[src/verilog/fwd_map.svh]
`ifndef FWD_MAP_SVH
`define FWD_MAP_SVH

// Register byte offsets
`define FWD_OFS_CMD 12'h000
`define FWD_OFS_DIV 12'h004
`define FWD_OFS_RLD 12'h008
`define FWD_OFS_STAT 12'h00c

// Command keys
`define FWD_KEY_UNLOCK 16'h5555
`define FWD_KEY_RELOAD 16'haaaa
`define FWD_KEY_START 16'hcccc

// Reset values and the in-flight read marker
`define FWD_DIV_RST 3'h0
`define FWD_RLD_RST 12'hfff
`define FWD_READ_INVALID 32'hffff_ffff

// Status fields
`define FWD_STAT_DIV_BIT 0
`define FWD_STAT_RLD_BIT 1

// Divider decode: code 0 is divide by 4, codes at or above 6 are 256
`define FWD_DIV_BASE_SHIFT 4'h2
`define FWD_DIV_SAT_CODE 3'h6
`define FWD_DIV_SAT_SHIFT 4'h8

// Timing
`define FWD_CLK_PERIOD_NS 25
`define FWD_OSC_PERIOD_NS 25000
`define FWD_OSC_DIV (`FWD_OSC_PERIOD_NS / `FWD_CLK_PERIOD_NS)
`define FWD_SYNC_TICKS 3

`endif

[src/verilog/fwd_pkg.sv]
package fwd_pkg;
  typedef logic [2:0] fwd_divcode_t;
  typedef logic [11:0] fwd_count_t;
  typedef enum logic [2:0] {
    FWD_CMD_NONE,
    FWD_CMD_UNLOCK,
    FWD_CMD_RELOAD,
    FWD_CMD_START,
    FWD_CMD_OTHER
  } fwd_cmd_e;
endpackage

[src/verilog/fwd_xfer.sv]
`timescale 1ns/1ps
`include "fwd_map.svh"
module fwd_xfer #(
  parameter int W = 12,
  parameter logic [W-1:0] RST_VAL = '0,
  parameter int SYNC_TICKS = `FWD_SYNC_TICKS,
  parameter int OSC_DIV = `FWD_OSC_DIV
) (
  input wire logic clk_sys,
  input wire logic rst,
  input wire logic osc_tick,
  input wire logic load,
  input wire logic [W-1:0] load_val,
  output logic pending,
  output logic [W-1:0] value
);
  import fwd_pkg::*;
  localparam int TW = $clog2(SYNC_TICKS + 1);
  localparam int LIMIT = (SYNC_TICKS + 1) * OSC_DIV + 2;
  logic [W-1:0] stage, next_stage, next_value;
  logic next_pending;
  logic [TW-1:0] tk, next_tk;

  // A new write wins over a commit in the same cycle
  always_comb begin
    next_stage = stage;
    next_value = value;
    next_pending = pending;
    next_tk = tk;
    if (load) begin
      next_stage = load_val;
      next_pending = 1'b1;
      next_tk = '0;
    end else if (pending && osc_tick) begin
      if (tk == TW'(SYNC_TICKS - 1)) begin
        next_value = stage;
        next_pending = 1'b0;
      end else begin
        next_tk = tk + 1'b1;
      end
    end
  end

  always_ff @(posedge clk_sys) begin
    if (rst) begin
      stage <= RST_VAL;
      value <= RST_VAL;
      pending <= 1'b0;
      tk <= '0;
    end else begin
      stage <= next_stage;
      value <= next_value;
      pending <= next_pending;
      tk <= next_tk;
    end
  end

  // Helper: cycles spent pending since the last load
  int pend_cycles;
  always_ff @(posedge clk_sys) begin
    if (rst || load || !pending) pend_cycles <= 0;
    else pend_cycles <= pend_cycles + 1;
  end

  a_pending_bounded: assert property (
    @(posedge clk_sys) disable iff (rst) pend_cycles <= LIMIT)
    else $error("update flag held too long");

  a_commit_value: assert property (
    @(posedge clk_sys) disable iff (rst)
    (pending && !next_pending && !load) |=> (value == $past(stage)))
    else $error("committed value differs from written value");
endmodule

[src/verilog/fwd_countdown.sv]
`timescale 1ns/1ps
`include "fwd_map.svh"
module fwd_countdown #(
  parameter int CW = 12,
  parameter int PW = 8
) (
  input wire logic clk_sys,
  input wire logic rst,
  input wire logic osc_tick,
  input wire fwd_pkg::fwd_divcode_t divider_code,
  input wire logic [CW-1:0] reload_count,
  input wire logic start,
  input wire logic reload,
  output logic running,
  output logic expired,
  output logic [CW-1:0] count
);
  import fwd_pkg::*;
  logic [PW-1:0] pre, next_pre, div_last;
  logic [PW:0] span;
  logic [3:0] shift;
  logic [CW-1:0] next_count;
  logic next_running, next_expired;
  logic start_p, next_start_p, rel_p, next_rel_p;

  // Eight-stage divider: 4 << code, saturating at 256
  always_comb begin
    if (divider_code >= `FWD_DIV_SAT_CODE) shift = `FWD_DIV_SAT_SHIFT;
    else shift = 4'(divider_code) + `FWD_DIV_BASE_SHIFT;
    span = (PW+1)'(1) << shift;
    div_last = PW'(span - (PW+1)'(1));
  end

  // Commands wait for the next oscillator tick; a new one is never lost
  always_comb begin
    next_pre = pre;
    next_count = count;
    next_running = running;
    next_start_p = start_p | start;
    next_rel_p = rel_p | reload;
    next_expired = expired | (running && count == '0 && !rel_p);
    if (osc_tick) begin
      next_start_p = start;
      next_rel_p = reload;
      if (start_p) next_running = 1'b1;
      if (rel_p) begin
        next_count = reload_count;
        next_pre = '0;
      end else if (running && count != '0) begin
        if (pre == div_last) begin
          next_pre = '0;
          next_count = count - 1'b1;
        end else begin
          next_pre = pre + 1'b1;
        end
      end
    end
  end

  always_ff @(posedge clk_sys) begin
    if (rst) begin
      pre <= '0;
      count <= `FWD_RLD_RST;
      running <= 1'b0;
      expired <= 1'b0;
      start_p <= 1'b0;
      rel_p <= 1'b0;
    end else begin
      pre <= next_pre;
      count <= next_count;
      running <= next_running;
      expired <= next_expired;
      start_p <= next_start_p;
      rel_p <= next_rel_p;
    end
  end

  a_zero_resets: assert property (
    @(posedge clk_sys) disable iff (rst)
    (running && count == '0 && !rel_p) |=> expired)
    else $error("no reset request at zero");

  a_reload_loads: assert property (
    @(posedge clk_sys) disable iff (rst)
    (rel_p && osc_tick) |=> (count == $past(reload_count)))
    else $error("reload did not load counter");

  a_start_runs: assert property (
    @(posedge clk_sys) disable iff (rst)
    (start_p && osc_tick) |=> running)
    else $error("start did not run counter");

  a_div_saturate: assert property (
    @(posedge clk_sys) disable iff (rst)
    (divider_code >= 3'h6) |-> (div_last == PW'(255)))
    else $error("divider codes 6 and 7 not divide by 256");

  a_div_min: assert property (
    @(posedge clk_sys) disable iff (rst)
    (divider_code == 3'h0) |-> (div_last == PW'(3)))
    else $error("divider code 0 not divide by 4");
endmodule

[src/verilog/fwd_top.sv]
// Design decision made here: the APB slave port.
`timescale 1ns/1ps
`include "fwd_map.svh"
// Contract
// Codes 0-5 divide 4..128, 6 and 7 divide 256
// Divider writes need prior unlock key
// Divider update flag set during transfer, read invalid
// Divider update flag clears after transfer
// Software waits flag clear before new divider
// Software waits both flags before low power
// Reload value 12 bits, resets all ones
// Reload key loads counter from reload value
// Reload writes need prior unlock key
// Reload update flag set during transfer, read invalid
// Reload update flag clears after transfer
// Software waits flag clear before new reload
// Half-word and word access; status flags bits 0,1
// Eight-stage divider feeds 12-bit down-counter
// Zero while running raises reset request
// Start key starts counting down
// Any other key restores write protection
// Flags clear after fixed oscillator tick count
module fwd_top #(
  parameter int OSC_DIV = `FWD_OSC_DIV,
  parameter int SYNC_TICKS = `FWD_SYNC_TICKS
) (
  input wire logic clk_sys,
  input wire logic rst,
  input wire logic psel,
  input wire logic penable,
  input wire logic pwrite,
  input wire logic [11:0] paddr,
  input wire logic [31:0] pwdata,
  input wire logic [3:0] pstrb,
  output logic [31:0] prdata,
  output logic pready,
  output logic pslverr,
  output logic wdg_reset_request,
  output logic wdg_running
);
  import fwd_pkg::*;
  localparam int DW = $clog2(OSC_DIV + 1);

  fwd_cmd_e cmd;
  logic unlocked, next_unlocked;
  logic [DW-1:0] osc_cnt, next_osc_cnt;
  logic osc_tick, next_osc_tick;
  logic [31:0] next_prdata, rd_val;
  logic next_pready, next_pslverr;
  logic access, wr_lo, mapped;
  logic cmd_wr, div_load, rld_load, start_pulse, reload_pulse;
  logic div_pending, rld_pending;
  fwd_divcode_t divider_code;
  fwd_count_t reload_count;

  // Oscillator stand-in: one-cycle enable every OSC_DIV system clocks
  always_comb begin
    next_osc_tick = 1'b0;
    next_osc_cnt = osc_cnt + 1'b1;
    if (osc_cnt == DW'(OSC_DIV - 1)) begin
      next_osc_cnt = '0;
      next_osc_tick = 1'b1;
    end
  end

  always_ff @(posedge clk_sys) begin
    if (rst) begin
      osc_cnt <= '0;
      osc_tick <= 1'b0;
    end else begin
      osc_cnt <= next_osc_cnt;
      osc_tick <= next_osc_tick;
    end
  end

  // A tick longer than one cycle would run the counter too fast
  a_tick_pulse: assert property (
    @(posedge clk_sys) disable iff (rst)
    (osc_tick && OSC_DIV > 1) |=> !osc_tick)
    else $error("oscillator enable held for two cycles");

  // Bus decode; a write lands only at the edge that completes the access
  always_comb begin
    access = psel && penable && pready;
    // Upper half-word alone touches only reserved bits and is dropped
    wr_lo = access && pwrite && (pstrb[1:0] == 2'b11);
    mapped = (paddr == `FWD_OFS_CMD) || (paddr == `FWD_OFS_DIV) ||
             (paddr == `FWD_OFS_RLD) || (paddr == `FWD_OFS_STAT);
    cmd_wr = wr_lo && (paddr == `FWD_OFS_CMD);
    div_load = wr_lo && (paddr == `FWD_OFS_DIV) && unlocked;
    rld_load = wr_lo && (paddr == `FWD_OFS_RLD) && unlocked;
  end

  // Command key decode
  always_comb begin
    case (pwdata[15:0])
      `FWD_KEY_UNLOCK: cmd = FWD_CMD_UNLOCK;
      `FWD_KEY_RELOAD: cmd = FWD_CMD_RELOAD;
      `FWD_KEY_START: cmd = FWD_CMD_START;
      default: cmd = FWD_CMD_OTHER;
    endcase
    if (!cmd_wr) cmd = FWD_CMD_NONE;
  end

  // Write protection and command pulses
  always_comb begin
    next_unlocked = unlocked;
    start_pulse = 1'b0;
    reload_pulse = 1'b0;
    case (cmd)
      FWD_CMD_NONE: next_unlocked = unlocked;
      FWD_CMD_UNLOCK: next_unlocked = 1'b1;
      FWD_CMD_RELOAD: begin
        next_unlocked = 1'b0;
        reload_pulse = 1'b1;
      end
      FWD_CMD_START: begin
        next_unlocked = 1'b0;
        start_pulse = 1'b1;
      end
      default: next_unlocked = 1'b0;
    endcase
  end

  always_ff @(posedge clk_sys) begin
    if (rst) unlocked <= 1'b0;
    else unlocked <= next_unlocked;
  end

  // Only a command write may open or close the protection
  a_unlock_key: assert property (
    @(posedge clk_sys) disable iff (rst)
    (cmd_wr && pwdata[15:0] == `FWD_KEY_UNLOCK) |=> unlocked)
    else $error("unlock key did not open protection");

  a_lock_steady: assert property (
    @(posedge clk_sys) disable iff (rst)
    !cmd_wr |=> (unlocked == $past(unlocked)))
    else $error("protection changed without a command");

  // Divider and reload values cross to the tick domain in two independent transfers that may overlap
  fwd_xfer #(
    .W(3),
    .RST_VAL(`FWD_DIV_RST),
    .SYNC_TICKS(SYNC_TICKS),
    .OSC_DIV(OSC_DIV)
  ) u_div_xfer (
    .clk_sys(clk_sys),
    .rst(rst),
    .osc_tick(osc_tick),
    .load(div_load),
    .load_val(pwdata[2:0]),
    .pending(div_pending),
    .value(divider_code)
  );

  fwd_xfer #(
    .W(12),
    .RST_VAL(`FWD_RLD_RST),
    .SYNC_TICKS(SYNC_TICKS),
    .OSC_DIV(OSC_DIV)
  ) u_rld_xfer (
    .clk_sys(clk_sys),
    .rst(rst),
    .osc_tick(osc_tick),
    .load(rld_load),
    .load_val(pwdata[11:0]),
    .pending(rld_pending),
    .value(reload_count)
  );

  fwd_countdown #(
    .CW(12),
    .PW(8)
  ) u_count (
    .clk_sys(clk_sys),
    .rst(rst),
    .osc_tick(osc_tick),
    .divider_code(divider_code),
    .reload_count(reload_count),
    .start(start_pulse),
    .reload(reload_pulse),
    .running(wdg_running),
    .expired(wdg_reset_request),
    .count()
  );

  // Read mux; in-flight values read as a marker, never a half-moved value
  always_comb begin
    rd_val = 32'h0000_0000;
    if (paddr == `FWD_OFS_DIV) begin
      rd_val = div_pending ? `FWD_READ_INVALID : {29'h0, divider_code};
    end else if (paddr == `FWD_OFS_RLD) begin
      rd_val = rld_pending ? `FWD_READ_INVALID : {20'h0, reload_count};
    end else if (paddr == `FWD_OFS_STAT) begin
      rd_val[`FWD_STAT_DIV_BIT] = div_pending;
      rd_val[`FWD_STAT_RLD_BIT] = rld_pending;
    end
  end

  // A value still in flight must never be read back as settled
  a_div_read_invalid: assert property (
    @(posedge clk_sys) disable iff (rst)
    (psel && penable && !pready && !pwrite && paddr == `FWD_OFS_DIV && div_pending)
      |=> (prdata == `FWD_READ_INVALID))
    else $error("divider read while pending not invalid");

  a_rld_read_invalid: assert property (
    @(posedge clk_sys) disable iff (rst)
    (psel && penable && !pready && !pwrite && paddr == `FWD_OFS_RLD && rld_pending)
      |=> (prdata == `FWD_READ_INVALID))
    else $error("reload read while pending not invalid");

  // One wait state so that every bus output leaves a flip-flop
  always_comb begin
    next_pready = psel && penable && !pready;
    next_prdata = prdata;
    next_pslverr = 1'b0;
    if (next_pready) begin
      next_pslverr = !mapped;
      next_prdata = (!pwrite && mapped) ? rd_val : 32'h0000_0000;
    end
  end

  always_ff @(posedge clk_sys) begin
    if (rst) begin
      pready <= 1'b0;
      prdata <= 32'h0000_0000;
      pslverr <= 1'b0;
    end else begin
      pready <= next_pready;
      prdata <= next_prdata;
      pslverr <= next_pslverr;
    end
  end

  // Bus answers: one-cycle ready, error only for holes in the map
  a_ready_pulse: assert property (
    @(posedge clk_sys) disable iff (rst)
    pready |=> !pready)
    else $error("ready held longer than one cycle");

  a_err_unmapped: assert property (
    @(posedge clk_sys) disable iff (rst)
    (psel && penable && !pready) |=> (pslverr == !$past(mapped)))
    else $error("error response does not match address map");

  a_write_reads_zero: assert property (
    @(posedge clk_sys) disable iff (rst)
    (psel && penable && !pready && pwrite) |=> (prdata == 32'h0000_0000))
    else $error("write answer carried read data");

  a_locked_div: assert property (
    @(posedge clk_sys) disable iff (rst)
    (wr_lo && paddr == `FWD_OFS_DIV && !unlocked && !div_pending) |=> !div_pending)
    else $error("divider write accepted while locked");

  a_locked_rld: assert property (
    @(posedge clk_sys) disable iff (rst)
    (wr_lo && paddr == `FWD_OFS_RLD && !unlocked && !rld_pending) |=> !rld_pending)
    else $error("reload write accepted while locked");

  a_relock_other: assert property (
    @(posedge clk_sys) disable iff (rst)
    (cmd_wr && pwdata[15:0] != `FWD_KEY_UNLOCK) |=> !unlocked)
    else $error("protection not restored");

  a_div_flag_set: assert property (
    @(posedge clk_sys) disable iff (rst)
    (wr_lo && paddr == `FWD_OFS_DIV && unlocked) |=> div_pending [*2])
    else $error("divider flag not set on write");

  a_rld_flag_set: assert property (
    @(posedge clk_sys) disable iff (rst)
    (wr_lo && paddr == `FWD_OFS_RLD && unlocked) |=> rld_pending [*2])
    else $error("reload flag not set on write");

  a_status_read: assert property (
    @(posedge clk_sys) disable iff (rst)
    (pready && !pwrite && paddr == `FWD_OFS_STAT) |->
      (prdata == {30'h0, $past(rld_pending), $past(div_pending)}))
    else $error("status read wrong");

  a_rld_reset: assert property (
    @(posedge clk_sys) $fell(rst) |-> (reload_count == 12'hfff))
    else $error("reload value not all ones after reset");

  a_apb_answer: assert property (
    @(posedge clk_sys) disable iff (rst)
    (psel && penable && !pready) |=> pready)
    else $error("access phase not answered");

  // Start and reset request are one-way until the next reset
  a_running_sticky: assert property (
    @(posedge clk_sys) disable iff (rst)
    wdg_running |=> wdg_running)
    else $error("counter stopped without a reset");

  a_request_sticky: assert property (
    @(posedge clk_sys) disable iff (rst)
    wdg_reset_request |=> wdg_reset_request)
    else $error("reset request dropped without a reset");

  a_request_needs_run: assert property (
    @(posedge clk_sys) disable iff (rst)
    $rose(wdg_reset_request) |-> $past(wdg_running))
    else $error("reset request raised while stopped");
endmodule

[config.mk]
export PLATFORM = sky130hd
export DESIGN_NAME = fwd_top
export DESIGN_NICKNAME = d
export VERILOG_FILES = /design/src/verilog/fwd_pkg.sv /design/src/verilog/fwd_xfer.sv /design/src/verilog/fwd_countdown.sv /design/src/verilog/fwd_top.sv
export VERILOG_INCLUDE_DIRS = /design/src /design/src/verilog
export SDC_FILE = /design/constraint.sdc
export NUM_CORES = 1
export LEC_CHECK = 0
export ABC_CLOCK_PERIOD_IN_PS = 4100
export CAP_MARGIN = 20
export CORE_ASPECT_RATIO = 0.8
export CORE_MARGIN = 2
export CORE_UTILIZATION = 44
export DETAILED_ROUTE_END_ITERATION = 6
export DONT_BUFFER_PORTS = 1
export GPL_TIMING_DRIVEN = 0
export SLEW_MARGIN = 20
export SYNTH_ARGS = -nofsm -noshare
export SYNTH_HDL_FRONTEND = slang
export SYNTH_SLANG_ARGS = --single-unit
[constraint.sdc]
create_clock -name clk_sys -period 4.1 [get_ports clk_sys]
set_input_delay 0.82 -clock clk_sys [delete_from_list [all_inputs] [get_ports clk_sys]]
set_output_delay 0.82 -clock clk_sys [all_outputs]
set_load 0.005 [all_outputs]
; After elaboration in Yosys (flattened, before gate mapping)
; Index checks and enable logic that the tools add are counted.
[totals]
register_bits = 106
inputBits = 53
out_inout_bits = 36
word_cells = 125
[classes]
addsub = 7
n_lt_le_gt_ge = 1
n_eq_ne = 14
n_shift = 1
n_mux = 28
n_bitwise = 8
reduce_logical = 46
[ops]
columns = cell, n
row1 = 32-bit two-way mux, 4
row2 = 12-bit two-way mux, 3
row3 = "16-bit equality test, second input constant", 2
row4 = 30-bit two-way mux, 1
row5 = "12-bit by 4-bit equality test with 1-bit output, second input constant", 2
row6 = 12-bit logical NOT, 2
row7 = 8-bit two-way mux, 3
row8 = "16-bit by 15-bit equality test with 1-bit output, second input constant", 1
row9 = 1-bit logical AND, 16
row10 = "12-bit by 3-bit equality test with 1-bit output, second input constant", 1
row11 = 2-bit AND reduction, 6
row12 = 12-bit nonzero test, 1
row13 = 2-bit nonzero test, 6
row14 = "12-bit by 1-bit subtractor with 12-bit output, second input constant", 1
row15 = 1-bit two-way mux, 11
row16 = "10-bit by 1-bit adder with 10-bit output, second input constant", 1
row17 = "10-bit equality test, second input constant", 1
row18 = 3-bit case mux with 3 select lines, 1
row19 = 3-bit AND reduction, 3
row20 = "8-bit by 1-bit adder with 8-bit output, second input constant", 1
row21 = 8-bit equality test, 1
row22 = 2-bit OR reduction, 4
row23 = "1-bit by 4-bit left shift with 8-bit output, first input constant", 1
row24 = "8-bit by 1-bit subtractor with 8-bit output, second input constant", 1
row25 = other kinds (15), 31

; Logic depth before layout (Yosys ltp)
; Gate-level depths: netlist of run 1.
[depth]
depth_word = 10
ltp_mapped = 13
ltp_nobuf = 11

; Hierarchy
; A second synthesis of run 1 with hierarchy kept.
[unflattened]
cells_unflattened = 520
hier_area_um2 = 4569.4
[modules_own_cells]
columns = module, n_inst, cells_per_inst, area_per_inst_um2, seq_area_each_um2
row1 = fwd_top, 1, 186, 1555.2, 540.5
row2 = fwd_countdown, 1, 187, 1500.2, 480.5
row3 = fwd_xfer at u_rld_xfer, 1, 108, 1092.3, 540.5
row4 = fwd_xfer at u_div_xfer, 1, 39, 421.7, 180.2

; Least setup slack after synthesis of run 1
; OpenSTA, ideal clock, no wires.
[synth_path]
kind = register to register
startpoint = register u_div_xfer.value[1]
endpoint = register u_count.count[1]
setup_time_ns = 0.122
arrival_ns = 2.737
required_ns = 3.978
slack_ns = 1.241
stages_incl_launch_ff = 14
n_path_buf = 2
period_less_slack_ns = 2.859
cell_sequence = dfxtp_1 > buf_6 > inv_1 > ha_1 > nor2_1 > nand3_1 > ha_1 > xor2_1 > nand4_1 > o31ai_4 > o31ai_4 > nand2b_4 > buf_6 > a221o_1
[synth_between]
elab_chain_len = 7
elab_cells_between_ends = 8
cone_classes = add/sub: 2 / order compare: 1 / eq/ne: 1 / shift: 1 / mux: 1 / reduce/logical: 2
[synth_lines]
columns = item, line
row1 = from (decl), fwd_xfer.sv:15  ; output logic [W-1:0] value
row2 = from (signal assigned), fwd_xfer.sv:52  ; value <= next_value;
row3 = 3-bit by 2-bit adder with 4-bit output (no line) / 3-bit greater-or-equal comparator (equally long branches), --
row4 = 4-bit two-way mux (*), fwd_countdown.sv:28  ; if (divider_code >= `FWD_DIV_SAT_CODE) shift = `FWD_DIV_SAT_SHIFT;
row5 = 1-bit by 4-bit left shift with 8-bit output (*), fwd_countdown.sv:30  ; span = (PW+1)'(1) << shift;
row6 = 8-bit by 1-bit subtractor with 8-bit output (*), fwd_countdown.sv:31  ; div_last = PW'(span - (PW+1)'(1));
row7 = 8-bit equality test (*), fwd_countdown.sv:50  ; if (pre == div_last) begin
row8 = 2-bit nonzero test (no line) (*), --
row9 = 3-bit AND reduction (no line) (*), --
row10 = to (signal assigned), fwd_countdown.sv:63  ; count <= `FWD_RLD_RST;
row11 = to (signal assigned), fwd_countdown.sv:70  ; count <= next_count;
row12 = to (decl), fwd_countdown.sv:16  ; output logic [CW-1:0] count
; Every way passes the cells marked *; elsewhere a longest branch is shown, timed or not.
; A chain may end at the register's enable or synchronous reset.

; Final worst setup path of run 1
[layout_path]
startpoint = register u_div_xfer.value[1]
endpoint = register u_count.count[7]
; Same word-level chain as after synthesis.

==> results of run 1 <==
per-layer routing:
layer	track usage [%]	share of wire, %	up-vias	wire length [µm]
met5	0	0	-	0
met4	8.433	1.9	0	203
met3	4.990	6.7	19	725
met2	33.48	46	128	4970
met1	28.37	46	1757	4995
li1	-	-	1857	-
layout make-up:
type | instances | area [µm²]
Fill cell | 947 | 4796
Multi-Input combinational cell | 374 | 2325
Sequential cell | 87 | 1742
Buffer | 49 | 284.0
Clock buffer | 11 | 242.7
Tap cell | 136 | 170.2
Clock inverter | 5 | 88.84
Inverter | 11 | 41.29
worst max-delay path, stage by stage, from the launching register on:
cell	delay [ps]
dfxtp_1	460
buf_6	180
inv_1	50
ha_1	410
nor2_1	70
nand3_1	90
ha_1	200
nor2_1	70
o31a_1	270
o211a_1	270
o31ai_4	380
clkbuf_1	460
o21ai_0	170
o31a_1	130
synthesized netlist by cell type, types with 9 or more instances:
master,count,area (µm²)
inv_1,11,41.29
o21ai_0,43,215.2
clkbuf_1,16,60.06
ha_1,11,137.6
nand3_1,22,110.1
a21oi_1,19,95.09
mux2i_1,15,150.1
dfxtp_1,87,1742
nand2_1,50,187.7
nor3_1,9,45.04
a221oi_1,9,78.83
buf_4,19,142.6
nor2_1,71,266.5
xnor2_1,9,78.83
xor2_1,10,87.58
o31a_1,10,87.58
a31oi_1,9,56.30
worst max-delay path by stage:
stage                                                 from                        endpoint
after detailed placement  u_div_xfer.value[1]$_SDFFE_PP0P_   u_count.count[7]$_SDFFE_PP1P_
after global routing      u_div_xfer.value[1]$_SDFFE_PP0P_  u_count.count[11]$_SDFFE_PP1P_
after floorplan           u_div_xfer.value[1]$_SDFFE_PP0P_   u_count.count[1]$_SDFFE_PP1P_
after CTS                 u_div_xfer.value[1]$_SDFFE_PP0P_   u_count.count[7]$_SDFFE_PP1P_
final                     u_div_xfer.value[1]$_SDFFE_PP0P_   u_count.count[7]$_SDFFE_PP1P_
after global placement    u_div_xfer.value[1]$_SDFFE_PP0P_   u_count.count[6]$_SDFFE_PP1P_
cell families after synthesis:
family                   after synthesis
AND/OR/NAND/NOR                      218
buffers and inverters                 60
other                                  1
multiplexers                          15
AO/OA/AOI/OAI                        110
flip-flops                            87
adder cells (fa/ha/maj)               11
XOR/XNOR                              19
through the flow:
step / power [µW] / cell area [µm²] / hold WS (ps) / util [%]
finish: 1804 / 4893 / 443.7 / 50.50
global route: 1868 / 4893 / 487.2 / 50.50
CTS: 1825 / 4893 / 447.8 / 50.50
detailed placement: 918.5 / 4562 / 437.7 / 47.08
global placement: 917.4 / 4562 / 437.9 / 47.08
floorplan: 904.6 / 4392 / 417.5 / -
power by group through the flow:
stage / logic, µW / clock network [µW] / registers (µW)
global placement: 45.5 / 0 / 872
global route: 50.7 / 965 / 853
finish: 46.1 / 905 / 853
CTS: 46.3 / 926 / 853
floorplan: 33.5 / 0 / 871
detailed placement: 46.3 / 0 / 872
flip-flops by register name (all words and copies together), names as in the netlist, 3 cells and up:
name and cells:
prdata 13, u_div_xfer.stage 3, osc_cnt 10, u_rld_xfer.value 12, u_count.pre 8, u_count.count 12, u_div_xfer.value 3, u_rld_xfer.stage 12
==> qor.yml, run 1 <==
worst_hold_path:
  min_path_cells: 1
  hold_class: "reg -> reg"
  holdCritStartpoint: "osc_cnt[0]$_SDFF_PP0_"
  worstHoldEndpoint: "osc_cnt[0]$_SDFF_PP0_"
timing:
  drv_slew: 0
  slew_headroom_pct: 42.60
  layout_min_cycle_time_ps: 3341
  worst_pin_slew_ps: 849.1
  finalHoldViolCount: 0
  final.setup.tns_ps: 0
  rsz0062_at_grt: "no"
  setup_viol: 0
  period_share_pct: 81.48
  fmax_mhz: 299.3
  finalClockSkew_ps: 3.709
  finalWorstSetupSlack_ps: 759.2
pwr:
  netSwitchingFraction_pct: 21.19
  combPwrFrac_pct: 2.6
  power.switching_uw: 382.4
  leakagePower_uw: 0.001720
  pwr-share-seq_pct: 47.3
  powerDensity_nw_per_um2: 368.8
  internal-power_uw: 1422
  clock_power_share_pct: 50.2
  ir_worst_vdd_v: 0.0002247
synthesis:
  synth_cell_types: 58
  synth_edf_count: 0
  synthesis.area_um2: 4392
  synthSimpleGateAreaFrac_pct: 25.73
  synth_mux_area_share_pct: 3.419
  yosys_warnings: 0
  ys_seq_area_share_pct: 39.66
  syn_nets: 585
  synth_top_family_by_area: "simple AND/OR/NAND/NOR gates"
  synth-compound-area-share_pct: 16.78
  postSynthCellCount: 521
  synthArstFlopShare_pct: 0
  synth_xor_area_share_pct: 3.789
  ys_seq_elements: 87
  ys.flop_type: "dfxtp_1"
  synthAdderAreaFrac_pct: 3.134
  syn_area_per_cell_um2: 8.429
routing:
  routed_wl_um: 10890
  ant_nets: 0
  drt_iter0_drc: 261
  drtPass1Iterations: 5
  viasPerCell: 5.588
  post-route-drc-count: 0
  avgRoutedWirePerCell_um: 16.19
  vias: 3761
die:
  start_util_pct: 45.33
  die_h_um: 93.36
  rows: 32
  fp.dieW_um: 115.7
  core_area_um2: 9689
  die_area_um2: 10800
  ios: 89
place:
  port_buffers: 0
  routabilityCongestion: 0.8737
  dpl.cell_count: 657
  place_hpwl_um: 8116
  dpl_worst_slack_ps: 800.9
worst_setup_path:
  cp_max_fo: 10
  critical_path_class: "reg -> reg"
  r2r_start: "u_div_xfer.value[1]$_SDFFE_PP0P_"
  cp.required_ps: 4330
  reg2reg_slack_ps: 760
  r2r-end: "u_count.count[7]$_SDFFE_PP1P_"
  r2r_cells: 13
  arrival_ps: 3570
  end_kind: "flip-flop"
  cp-start-kind: "flip-flop"
clock_network:
  h-tree-depth: 3
  root_buffer: "clkbuf_16"
  clkTransAtPathRegs_ps: 60
  cts_setup_buffers: 0
  clk_latency_ps: 350
  hold_buffers: 0
  clockBufferDepth: 2
  cts_tree: "done"
  tritoncts_num_sinks: 87
  cts_made_buffers: 9
  cts_resized: 0
finish:
  layout_common_cells: "87 x dfxtp_1, 71 x nor2_1, 50 x nand2_1"
  n_antenna_cell: 0
  final_common_cell: "dfxtp_1"
  stdcell_count: 673
  drive_gt1_share_pct: 9.683
  nNetsFinal: 596
  area_growth_pct: 11.42
global_route:
  grt_pass1_wl_um: 17620
  gr-total-overflow: 0
  grt_pass1_vias: 3503
  grt_use_total_pct: 21.32
  grt_max_degree: 22
  antenna_found_initial: 0
status:
  status: "completed"
run:
  drv_cap: 0
Power figures use the tool's default switching activity.
==> run 2, diff against run 1 <==
--- a/config.mk
+++ b/config.mk
@@ -6,7 +6,7 @@
 export SDC_FILE = /design/constraint.sdc
 export NUM_CORES = 1
 export LEC_CHECK = 0
-export ABC_CLOCK_PERIOD_IN_PS = 4100
+export ABC_CLOCK_PERIOD_IN_PS = 3400
 export CAP_MARGIN = 20
 export CORE_ASPECT_RATIO = 0.8
 export CORE_MARGIN = 2
==> constraint.sdc (replaced) <==
create_clock -name clk_sys -period 3.4 [get_ports clk_sys]
set_input_delay 0.68 -clock clk_sys [delete_from_list [all_inputs] [get_ports clk_sys]]
set_output_delay 0.68 -clock clk_sys [all_outputs]
set_load 0.005 [all_outputs]
==> qor.yml, run 2 (same netlist as run 1, synthesis figures left out) <==
status:
  status: "completed"
die:
  ios: 89  # unchanged
  die_h_um: 93.36  # unchanged
  die_area_um2: 10800  # unchanged
  core_area_um2: 9689  # unchanged
  fp.dieW_um: 115.7  # unchanged
  rows: 32  # unchanged
  start_util_pct: 45.33  # unchanged
routing:
  avgRoutedWirePerCell_um: 16.16  # -0.17%
  post-route-drc-count: 0  # unchanged
  drt_iter0_drc: 266  # +1.9%
  viasPerCell: 5.594  # +0.11%
  vias: 3765  # +0.11%
  ant_nets: 0  # unchanged
  drtPass1Iterations: 5  # unchanged
  routed_wl_um: 10880  # -0.17%
timing:
  finalHoldViolCount: 0  # unchanged
  drv_slew: 0  # unchanged
  final.setup.tns_ps: 0  # unchanged
  layout_min_cycle_time_ps: 3105  # -236.1 ps
  setup_viol: 0  # unchanged
  worst_pin_slew_ps: 863.3  # +14.25 ps
  worst_hold_slack_ps: 443.7  # -0.002000 ps
  finalClockSkew_ps: 3.874  # +0.1651 ps
  period_share_pct: 91.32  # +9.8 points
  slew_headroom_pct: 41.63  # -0.96 points
  rsz0062_at_grt: "no"
  fmax_mhz: 322.1  # +7.6%
worst_setup_path:
  r2r-end: "u_count.count[1]$_SDFFE_PP1P_"
  worstPathCellList: "buf_6 -> inv_1 -> ha_1 -> nor2_1 -> nand3_1 -> ha_1 -> xor2_1 -> nand4_1 -> o31ai_4 -> o31ai_4 -> nand2b_4 -> buf_6 -> a221o_1"
  crit_family: "compound AO/OA/AOI/OAI gates"
  r2r_cells: 13  # unchanged
  arrival_ps: 3340  # -230 ps
  critical-path-slowest-cell: "dfxtp_2"
  critical_path_class: "reg -> reg"
  cp.required_ps: 3630  # -700 ps
  end_kind: "flip-flop"
  r2r_start: "u_div_xfer.value[1]$_SDFFE_PP0P_"
  reg2reg_slack_ps: 300  # -460 ps
  slowest_delay_ps: 400  # -60 ps
  cp-start-kind: "flip-flop"
  crit_buf_inv: 3  # unchanged
  cp_max_fo: 10  # unchanged
clock_network:
  hold_buffers: 0  # unchanged
  cts_tree: "done"
  tritoncts_num_sinks: 87  # unchanged
  root_buffer: "clkbuf_16"
  clk_latency_ps: 350  # about the same
  clockBufferDepth: 2  # unchanged
  h-tree-depth: 3  # unchanged
  clkTransAtPathRegs_ps: 60  # about the same
  cts_made_buffers: 9  # unchanged
pwr:
  leakagePower_uw: 0.001723  # +0.17%
  powerDensity_nw_per_um2: 444.4  # +21%
  ir_worst_vdd_v: 0.0002709  # +21%
global_route:
  grt_pass1_wl_um: 17620  # unchanged
  gr-total-overflow: 0  # unchanged
  grt_pass1_vias: 3503  # unchanged
  grt_use_total_pct: 21.32  # unchanged
  grt_max_degree: 22  # unchanged
  antenna_found_initial: 0  # unchanged
finish:
  area_growth_pct: 11.48  # about the same
  multi_input_area_um2: 2325  # unchanged
  largest_register_ffs: 13  # unchanged
  nNetsFinal: 596  # unchanged
  regArea_um2: 1743  # about the same
  layout_common_cells: "86 x dfxtp_1, 71 x nor2_1, 50 x nand2_1"
  drive_gt1_share_pct: 10.06  # +0.37 points
  largest-register: "prdata"
  n_antenna_cell: 0  # unchanged
  final_common_cell: "dfxtp_1"
  fillCellCount: 947  # unchanged
run:
  drv_cap: 0  # unchanged
place:
  routabilityCongestion: 0.8737  # unchanged
  place_hpwl_um: 8116  # unchanged
  port_buffers: 0  # unchanged
worst_hold_path:
  min_path_cells: 1  # unchanged
  worstHoldEndpoint: "osc_cnt[0]$_SDFF_PP0_"
  holdCritStartpoint: "osc_cnt[0]$_SDFF_PP0_"
  hold_class: "reg -> reg"
-- run 2: final cells by class --
cell class | instances | share of cell area (%)
Clock buffer | 11 | 4.958
Buffer | 49 | 5.827
Tap cell | 136 | 3.476
Sequential cell | 87 | 35.60
Multi-Input combinational cell | 374 | 47.48
Inverter | 11 | 0.8433
Clock inverter | 5 | 1.814
-- run 2: metal layers --
layer	global-route usage (%)	routed length, µm	vias to the layer above
met5	0	0	-
met2	33.48	4949	124
li1	-	-	1862
met3	4.990	671	21
met4	8.433	218	0
met1	28.37	5035	1758
-- run 2: stage by stage --
stage | utilization, % | setup slack, ps | cell area, µm² | total power (µW) | instances
CTS | 50.50 | 81.10 | 4893 | 2201 | 673
finish | 50.53 | 295.2 | 4896 | 2176 | 673
global placement | 47.08 | 183.4 | 4562 | 1106 | 657
floorplan | - | 541.3 | 4392 | 1091 | 521
detailed placement | 47.08 | 100.9 | 4562 | 1108 | 657
global route | 50.53 | 75.47 | 4896 | 2253 | 673
-- run 2: power by group --
part | internal (µW) | total (µW) | switching (µW)
Sequential | 1020 | 1030 | 4.65
Combinational | 17.9 | 55.7 | 37.8
Clock | 673 | 1090 | 418
Total | 1710 | 2180 | 461
-- run 2: worst max path at each step --
stage | start | to | slack, ps | depth (start not counted)
4_1_cts | u_div_xfer.value[1]$_SDFFE_PP0P_ | u_count.count[7]$_SDFFE_PP1P_ | 80 | 13
3_3_place_gp | u_div_xfer.value[1]$_SDFFE_PP0P_ | u_count.count[6]$_SDFFE_PP1P_ | 180 | 13
5_1_grt | u_div_xfer.value[1]$_SDFFE_PP0P_ | u_count.count[1]$_SDFFE_PP1P_ | 80 | 13
6_report | u_div_xfer.value[1]$_SDFFE_PP0P_ | u_count.count[1]$_SDFFE_PP1P_ | 300 | 13
3_5_place_dp | u_div_xfer.value[1]$_SDFFE_PP0P_ | u_count.count[7]$_SDFFE_PP1P_ | 100 | 13
2_1_floorplan | u_div_xfer.value[1]$_SDFFE_PP0P_ | u_count.count[1]$_SDFFE_PP1P_ | 540 | 13
-- run 2: what timing repair did --
action	4_1_cts	5_1_grt
resized for setup	0	3
setup endpoints to repair	0	12
buffers inserted	0	0
==> run 3, diff against run 2 <==
--- a/config.mk
+++ b/config.mk
@@ -11,9 +11,11 @@
 export CORE_ASPECT_RATIO = 0.8
 export CORE_MARGIN = 2
 export CORE_UTILIZATION = 44
+export CTS_CLUSTER_SIZE = 12
 export DETAILED_ROUTE_END_ITERATION = 6
 export DONT_BUFFER_PORTS = 1
 export GPL_TIMING_DRIVEN = 0
+export SETUP_SLACK_MARGIN = 0.3
 export SLEW_MARGIN = 20
 export SYNTH_ARGS = -nofsm -noshare
 export SYNTH_HDL_FRONTEND = slang
==> qor.yml, run 3 (same netlist as run 1, synthesis figures left out) <==
worst_setup_path:
  end_kind: "flip-flop"
  arrival_ps: 3150  # -190 ps
  cp-start-kind: "flip-flop"
  cp.required_ps: 3630  # about the same
  critical_path_class: "reg -> reg"
  cp_max_fo: 10  # unchanged
clock_network:
  clkTransAtPathRegs_ps: 60  # about the same
  h-tree-depth: 3  # unchanged
  tritoncts_num_sinks: 87  # unchanged
  root_buffer: "clkbuf_16"
  clockBufferDepth: 2  # unchanged
  cts_made_buffers: 9  # unchanged
  cts_tree: "done"
  clk_latency_ps: 350  # about the same
timing:
  drv_slew: 0  # unchanged
  period_share_pct: 85.83  # -5.5 points
  final.setup.tns_ps: 0  # unchanged
  worst_pin_slew_ps: 856.8  # -6.537 ps
  rsz0062_at_grt: "no"
  slew_headroom_pct: 42.07  # +0.44 points
  finalHoldViolCount: 0  # unchanged
  setup_viol: 0  # unchanged
  fmax_mhz: 342.7  # +6.4%
  finalClockSkew_ps: 4.027  # +0.1523 ps
  worst_hold_slack_ps: 443.9  # +0.1710 ps
  layout_min_cycle_time_ps: 2918  # -186.5 ps
finish:
  area_growth_pct: 11.94
  nNetsFinal: 598  # +0.34%
  layout_common_cells: "86 x dfxtp_1, 71 x nor2_1, 50 x nand2_1"
  largest_register_ffs: 13  # unchanged
  drive_gt1_share_pct: 10.58  # +0.52 points
  final_util_pct: 50.74  # +0.21 points
  final_common_cell: "dfxtp_1"
  final_area_um2: 4916  # +0.41%
  n_antenna_cell: 0  # unchanged
  largest-register: "prdata"
routing:
  post-route-drc-count: 0  # unchanged
  vias: 3709  # -1.5%
  routed_wl_um: 10880  # about the same
  highest_layer: "met4"
  wl_met2_um: 4943  # -0.12%
  drtPass1Iterations: 4  # -1
  viasPerCell: 5.495  # -1.8%
  drt-met1-wl_um: 5016  # -0.38%
  ant_nets: 0  # unchanged
  route.met3.wl_um: 691  # +3.0%
  drt_iter0_drc: 222  # -17%
  avgRoutedWirePerCell_um: 16.12  # -0.26%
place:
  place_area_um2: 4562  # unchanged
  place_hpwl_um: 8116  # unchanged
  port_buffers: 0  # unchanged
  routabilityCongestion: 0.8737  # unchanged
die:
  start_util_pct: 45.33  # unchanged
  die_area_um2: 10800  # unchanged
  die_h_um: 93.36  # unchanged
  ios: 89  # unchanged
  rows: 32  # unchanged
  fp.dieW_um: 115.7  # unchanged
  core_area_um2: 9689  # unchanged
pwr:
  power.switching_uw: 461.6  # +0.17%
  power_uw: 2176  # unchanged
  pwr-share-seq_pct: 47.2  # about the same
  internal-power_uw: 1714  # about the same
  netSwitchingFraction_pct: 21.22  # +0.036 points
  leakagePower_uw: 0.001732  # +0.48%
  powerDensity_nw_per_um2: 442.6  # -0.41%
  combPwrFrac_pct: 2.5  # about the same
  ir_worst_vdd_v: 0.0002714  # +0.16%
  clock_power_share_pct: 50.2  # about the same
run:
  drv_cap: 0  # unchanged
global_route:
  grt_max_degree: 22  # unchanged
  antenna_found_initial: 0  # unchanged
  grt_pass1_vias: 3503  # unchanged
  gr-total-overflow: 0  # unchanged
  grt_pass1_wl_um: 17620  # unchanged
  grt_use_total_pct: 21.32  # unchanged
status:
  status: "completed"
worst_hold_path:
  hold_class: "reg -> reg"
==> run 3: cell types whose count changed in the layout (fill, tap and decap cells not counted), sizes merged <==
cell  change
buf       +2
==> run 3: final cells by class <==
| type | count | area [µm²] |
|---|---|---|
| Buffer | 49 | 285.3 |
| Clock buffer | 11 | 242.7 |
| Clock inverter | 5 | 88.84 |
| Fill cell | 944 | 4773 |
| Inverter | 11 | 41.29 |
| Multi-Input combinational cell | 374 | 2327 |
| Sequential cell | 87 | 1745 |
| Tap cell | 136 | 170.2 |
| Timing Repair Buffer | 2 | 15.01 |
==> run 3: final timing paths <==
path,from,end,slack (ps),depth (start not counted)
worst max-delay path,u_div_xfer.value[1]$_SDFFE_PP0P_,u_count.count[7]$_SDFFE_PP1P_,480,13
worst min-delay path,osc_cnt[0]$_SDFF_PP0_,osc_cnt[0]$_SDFF_PP0_,440,1
worst max register to register,u_div_xfer.value[1]$_SDFFE_PP0P_,u_count.count[7]$_SDFFE_PP1P_,480,13
worst min register to register,osc_cnt[0]$_SDFF_PP0_,osc_cnt[0]$_SDFF_PP0_,440,1
==> run 3: power groups by stage <==
stage / registers [µW] / logic (µW) / clock network, µW
floorplan: 1050 / 40.4 / 0
global placement: 1050 / 54.8 / 0
detailed placement: 1050 / 55.8 / 0
CTS: 1030 / 55.9 / 1120
global route: 1030 / 61.1 / 1160
finish: 1030 / 55.4 / 1090
==> run 3: per-layer routing <==
| layer | track usage [%] | up-vias |
|---|---|---|
| li1 | - | 1865 |
| met1 | 28.37 | 1720 |
| met2 | 33.48 | 102 |
| met3 | 4.990 | 22 |
| met4 | 8.433 | 0 |
| met5 | 0 | - |
==> run 3: per-stage QoR <==
step / setup slack (ps) / instances
floorplan: 541.3 / 521
global placement: 183.4 / 657
detailed placement: 100.9 / 657
CTS: 373.7 / 673
global route: 300.1 / 675
finish: 481.7 / 675
==> run 3: worst max-delay path, cell delays in order (launching register included) <==
cell	delay, ps
dfxtp_4	390
buf_6	140
inv_1	50
ha_2	390
nor2_1	60
nand3_1	80
ha_1	200
nor2_1	70
o31a_1	270
o211a_1	270
o31ai_4	320
clkbuf_2	310
o21ai_0	130
o31a_1	120
==> run 3: timing repair <==
item,4_1_cts,5_1_grt
endpoints found under the setup margin,16,18
gates resized for setup,3,1
hold buffers,0,0
setup buffers,0,2
pin swaps,0,3
cloned,0,0
